--- config.mk ---
export PLATFORM = sky130hd
export DESIGN_NAME = acalo_datapath
export DESIGN_NICKNAME = d
export VERILOG_FILES = /design/src/acalo_pkg.sv /design/src/acalo_datapath.sv
export SDC_FILE = /design/constraint.sdc
export NUM_CORES = 1
export LEC_CHECK = 0
export BUFFER_PORTS_ARGS = -buffer_cell sky130_fd_sc_hd__buf_2
export CORE_ASPECT_RATIO = 0.6
export CORE_MARGIN = 10
export CORE_UTILIZATION = 48
export CTS_CLUSTER_DIAMETER = 150
export DETAILED_ROUTE_END_ITERATION = 8
export GPL_ROUTABILITY_DRIVEN = 1
export PLACE_DENSITY = 0.9
export SYNTH_ARGS = -nofsm -noshare
export SYNTH_HDL_FRONTEND = slang
export SYNTH_SLANG_ARGS = --single-unit
--- constraint.sdc ---
create_clock -name i_clk -period 3.51 [get_ports i_clk]
set_clock_uncertainty 0.2 [all_clocks]
set_input_delay 0.702 -clock i_clk [delete_from_list [all_inputs] [get_ports i_clk]]
set_output_delay 0.702 -clock i_clk [all_outputs]
set_load 0.02 [all_outputs]
--- src/acalo_pkg.sv ---
// acalo_pkg: shared constants and types for the add-with-carry / AND datapath.
// assumes an 8-bit core whose decoder and data memory run on the same clock.
package acalo_pkg;

  // datapath widths
  localparam int unsigned ACALO_DATA_W = 8;
  localparam int unsigned ACALO_ADDR_W = 7;  // data memory spans 00h..7fh

  // reset value and zero-test constant
  localparam logic [ACALO_DATA_W-1:0] ACALO_ACC_RST  = 8'h00;
  localparam logic [ACALO_DATA_W-1:0] ACALO_ZERO_VAL = 8'h00;

  // destination-select encoding for memory-operand instructions
  localparam logic ACALO_DEST_ACC = 1'b0;
  localparam logic ACALO_DEST_MEM = 1'b1;

  // position of the nibble boundary for the digit carry
  localparam int unsigned ACALO_NIB_W = 4;

  // operations executed by this datapath
  typedef enum logic [1:0] {
    ACALO_OP_NONE    = 2'h0,
    ACALO_OP_ADD_MC  = 2'h1,  // add_acc_mem_carry
    ACALO_OP_AND_LIT = 2'h3,  // and_acc_literal
    ACALO_OP_AND_MEM = 2'h2   // and_acc_mem
  } acalo_op_t;

  // status flags carried together
  typedef struct packed {
    logic carry;
    logic digit_carry_flag;
    logic zero;
  } acalo_flags_t;

  localparam acalo_flags_t ACALO_FLAGS_RST = '{carry: 1'b0, digit_carry_flag: 1'b0, zero: 1'b0};

  // memory write-back request
  typedef struct packed {
    logic                    we;
    logic [ACALO_ADDR_W-1:0] addr;
    logic [ACALO_DATA_W-1:0] wdata;
  } acalo_mem_wr_t;

  localparam acalo_mem_wr_t ACALO_MEM_WR_RST = '{we: 1'b0, addr: 7'h00, wdata: 8'h00};

endpackage : acalo_pkg
--- src/acalo_datapath.sv ---
// acalo_datapath: execution datapath for add-with-carry and the two AND instructions.
// assumes the decoder presents one request per cycle with the memory operand already
// read (i_mem_rdata valid in the request cycle), all on i_clk.
// the upper address bit is dropped, so an operand above 7fh aliases onto 00h..7fh;
// code that expects a full 8-bit data space will see wrapped accesses.
//
// Summary of operation
// - add accumulator, memory operand and carry flag in one cycle.
// - destination bit 0 writes accumulator, 1 writes back to memory.
// - and accumulator with an 8-bit literal, result into accumulator.
// - and accumulator with memory operand, result routed by destination bit.
// - memory operand address selects a location within 00h to 7fh.
`timescale 1ns/10ps
`default_nettype none

module acalo_datapath (
  input  wire logic                                i_clk,
  input  wire logic                                i_reset_n,
  input  wire logic                                i_valid,
  input  wire acalo_pkg::acalo_op_t                i_op,
  input  wire logic                                i_dest,
  input  wire logic [7:0]                          i_addr,
  input  wire logic [acalo_pkg::ACALO_DATA_W-1:0]  i_literal,
  input  wire logic [acalo_pkg::ACALO_DATA_W-1:0]  i_mem_rdata,
  input  wire logic                                i_flags_wr,
  input  wire acalo_pkg::acalo_flags_t             i_flags_wdata,
  output logic      [acalo_pkg::ACALO_DATA_W-1:0]  o_acc,
  output acalo_pkg::acalo_flags_t                  o_flags,
  output acalo_pkg::acalo_mem_wr_t                 o_mem_wr,
  output logic                                     o_done
);
  import acalo_pkg::*;

  logic [ACALO_DATA_W-1:0] acc_q;
  logic [ACALO_DATA_W-1:0] acc_d;
  acalo_flags_t            flags_q;
  acalo_flags_t            flags_d;
  acalo_mem_wr_t           mem_wr_q;
  acalo_mem_wr_t           mem_wr_d;
  logic                    done_q;
  logic                    done_d;

  logic [ACALO_DATA_W:0]   sum9;
  logic [ACALO_NIB_W:0]    sum_nib;
  logic [ACALO_DATA_W-1:0] result;
  logic                    is_mem_op;

  // zero test used by every executed instruction's flag update
  function automatic logic acalo_is_zero(input logic [ACALO_DATA_W-1:0] val);
    return val == ACALO_ZERO_VAL;
  endfunction : acalo_is_zero

  // arithmetic and logic results, computed every cycle
  always_comb begin
    sum9    = {1'b0, acc_q} + {1'b0, i_mem_rdata} + {{ACALO_DATA_W{1'b0}}, flags_q.carry};
    sum_nib = {1'b0, acc_q[ACALO_NIB_W-1:0]} + {1'b0, i_mem_rdata[ACALO_NIB_W-1:0]}
              + {{ACALO_NIB_W{1'b0}}, flags_q.carry};
    case (i_op)
      ACALO_OP_ADD_MC:  result = sum9[ACALO_DATA_W-1:0];
      ACALO_OP_AND_LIT: result = acc_q & i_literal;
      ACALO_OP_AND_MEM: result = acc_q & i_mem_rdata;
      default:          result = acc_q;
    endcase
    is_mem_op = (i_op == ACALO_OP_ADD_MC) || (i_op == ACALO_OP_AND_MEM);
  end

  // next state of accumulator, flags and write-back request
  always_comb begin
    acc_d    = acc_q;
    flags_d  = flags_q;
    mem_wr_d = ACALO_MEM_WR_RST;
    done_d   = 1'b0;
    // the core may load the flags; an executing instruction overrides the zero bit of that load, an add also carry and digit carry
    if (i_flags_wr) begin
      flags_d = i_flags_wdata;
    end
    if (i_valid && (i_op != ACALO_OP_NONE)) begin
      done_d = 1'b1;
      flags_d.zero = acalo_is_zero(result);
      if (i_op == ACALO_OP_ADD_MC) begin
        flags_d.carry            = sum9[ACALO_DATA_W];
        flags_d.digit_carry_flag = sum_nib[ACALO_NIB_W];
      end
      if (is_mem_op && (i_dest == ACALO_DEST_MEM)) begin
        mem_wr_d.we    = 1'b1;
        // upper address bit dropped, stays in 00h..7fh
        mem_wr_d.addr  = i_addr[ACALO_ADDR_W-1:0];
        mem_wr_d.wdata = result;
      end else begin
        acc_d = result;
      end
    end
  end

  // state registers; one-cycle latency from request to result
  always_ff @(posedge i_clk or negedge i_reset_n) begin
    if (!i_reset_n) begin
      acc_q    <= ACALO_ACC_RST;
      flags_q  <= ACALO_FLAGS_RST;
      mem_wr_q <= ACALO_MEM_WR_RST;
      done_q   <= 1'b0;
    end else begin
      acc_q    <= acc_d;
      flags_q  <= flags_d;
      mem_wr_q <= mem_wr_d;
      done_q   <= done_d;
    end
  end

  // outputs straight from flops
  assign o_acc    = acc_q;
  assign o_flags  = flags_q;
  assign o_mem_wr = mem_wr_q;
  assign o_done   = done_q;
endmodule : acalo_datapath

`default_nettype wire

==> flow_metrics.py <==
metrics = {
    "status": {
        "outcome": "completed",
    },
    "cells_and_area": {
        "design_area_um2": 1970,
        "layout_commonest_cell": "buf_2",
        "final_cell_mix": "buf_2 (60), dfrtp_1 (28), nand2_1 (23)",
        "syn_to_final_growth_pct": 24.2,
        "nets": 269,
        "diodes": 0,
        "layout-drive-gt1-share_pct": 32.6,
    },
    "timing": {
        "setup_viol": 0,
        "finalCritPeriodShare_pct": 81.6,
        "min_period_ns": 2.86,
        "fmax_ghz": 0.349,
        "hold_violations": 0,
        "rsz0062_at_grt": "no",
        "fin_tns_setup_ns": 0,
        "relSlewSlack_pct": 50.4,
        "worst_pin_slew_ns": 0.743,
        "final_max_slew_viol_count": 0,
    },
    "detailed_routing": {
        "drtIter0Drc": 97,
        "drt_pass1_iterations": 4,
        "routedWlPerCell_um": 15.7,
        "avgViaCountPerCell": 5.34,
        "ant_nets": 0,
        "vias": 1420,
        "drt-total-wl_um": 4180,
        "drc": 0,
    },
    "floorplanning": {
        "start_util_pct": 49.5,
        "io_pins": 62,
        "rows": 16,
        "die_w_um": 94.2,
        "die_area_um2": 6070,
        "core_area_um2": 3200,
        "die_y_um": 64.5,
    },
    "setup_path": {
        "rr_worst_depth": 8,
        "cp.required_ns": 3.49,
        "path_max_fanout": 4,
        "cp-end-kind": "flop",
        "r2r_slack_ns": 0.78,
        "regToRegStartpoint": "o_acc[0]",
        "arrival_ns": 2.84,
        "reg2reg_to": "o_flags[0]",
        "crit_type": "in -> reg",
        "start_kind": "primary input",
    },
    "clocking": {
        "clock-sinks": 28,
        "cts_tree": "built",
        "post_cts_buffers": 0,
        "clock_latency_ns": 0.27,
        "h-tree-depth": 1,
        "clk_pin_slew_ns": 0.09,
        "cts_hold_buf": 0,
        "cts-root-buf": "clkbuf_8",
        "postCtsResizedCells": 0,
        "clockBufferDepth": 2,
        "cts_buffers": 3,
    },
    "global_routing": {
        "grt_start_max_net_pins": 29,
        "grt_pass1_wl_um": 6620,
        "grt_pass1_vias": 1368,
        "gr-total-overflow": 0,
        "antenna_found_initial": 0,
        "grt.total_usage_pct": 13.5,
    },
    "logic_synthesis": {
        "avgSynthCellArea_um2": 9.78,
        "synthTopCellsByArea": "dfrtp_1 (44%), ha_1 (8.7%), o21ai_0 (6.0%)",
        "ys_warn_count": 0,
        "synth_seq_cells": 28,
        "syn_nets": 209,
        "synth_top_area_share_pct": 44.2,
        "syn_inst": 162,
        "synth_cell_types": 36,
        "synth_largest_area_cell": "dfrtp_1",
        "ys_seq_area_share_pct": 44.2,
        "netlist_area_um2": 1580,
    },
    "placed_design": {
        "place.gp.congestion": 0.940,
        "io_buffers": 60,
        "dpl.hpwl_um": 3500,
        "placed_area_um2": 1910,
    },
    "power_and_ir_drop": {
        "p_total_uw": 969,
        "p_leak_nw": 1.06,
        "p_per_area_nw_per_um2": 492,
        "vdd_drop_max_mv": 0.303,
    },
    "min_path": {
        "hold_path.class": "in -> async",
    },
    "flow_run": {
        "maxCapViolations": 0,
    },
}
==> how the worst max path moves through the flow <==
stage,startpoint,endpoint,slack [ns],cells after the start
6_report,i_mem_rdata[0],o_flags[0],0.65,9
5_1_grt,i_mem_rdata[0],o_flags[0],0.54,9
4_1_cts,i_mem_rdata[0],o_flags[0],0.65,9
3_5_place_dp,i_mem_rdata[0],o_flags[0],0.37,9
3_3_place_gp,i_mem_rdata[0],o_flags[0],0.44,9
2_1_floorplan,i_mem_rdata[0],o_flags[0],0.74,8
==> cells by family (layout without fill, tap and decap cells) <==
family          after synthesis  after routing  share of synthesized area [%]
mux                           4              4                           2.61
fa+ha+maj                    13             13                           11.2
xor+xnor                      4              4                           2.21
compound gates               48             48                           19.6
simple gates                 57             57                           17.7
buf+inv                       8             67                           2.45
flops                        28             28                           44.2
==> Yosys cell counts <==
cell type,count
dfrtp_1,28
nand2_1,23
o21ai_0,19
a21oi_1,12
ha_1,11
nor2_1,11
and2_1,8
a22oi_1,5
nand3_1,4
xor2_1,4
clkbuf_1,3
inv_1,3
mux2i_1,3
nor2b_1,3
a211oi_2,2
a21o_1,2
fa_1,2
a211oi_1,1
a221o_2,1
and4_1,1
buf_2,1
buf_6,1
mux2_2,1
nand3b_1,1
nor3_2,1
nor3b_1,1
nor4_1,1
nor4b_1,1
o21a_1,1
o21bai_1,1
o22a_1,1
o2bb2ai_1,1
o311a_1,1
o32ai_2,1
or2_2,1
or2b_2,1
==> final cells by class <==
class	instances	area [um2]
flip-flops and latches	28	701
fillers	288	1230
well taps	45	56.3
multi-input cells	126	845
repair buffers	60	300
clock buffers	4	55.1
inverters	3	11.3
==> through the flow <==
step                hold slack [ns]  instances  worst slack, ns  util (%)
finish                        0.223        266            0.646      61.4
global route                  0.264        266            0.541      61.4
CTS                           0.247        266            0.647      61.4
detailed placement            0.333        262            0.367      59.7
global placement              0.319        262            0.445      59.7
floorplan                     0.206        162            0.741         -
==> critical path: stages <==
cell and delay (ns):
buf_2 0.11, fa_1 0.46, fa_1 0.43, nand3_1 0.10, nand2_1 0.14, a21o_1 0.24
a211oi_2 0.28, nand2_1 0.12, o32ai_2 0.25
==> where the power goes <==
part | internal (mW) | switching, mW
Sequential | 0.359 | 0.0368
Combinational | 0.151 | 0.231
Clock | 0.100 | 0.0909
==> routing by layer <==
metal | GRT usage (%) | wire, um
met2 | 21.7 | 1990
met4 | 2.08 | 12
met1 | 16.4 | 1740
met3 | 6.32 | 444
met5 | 0 | 0
==> state kept, by name, indices dropped and copies added, names as in the netlist <==
| signal | flops |
|---|---|
| o_mem_wr | 16 |
| o_acc | 8 |
| o_flags | 3 |
| o_done | 1 |
No activity file was read; power rests on OpenSTA's default activity.
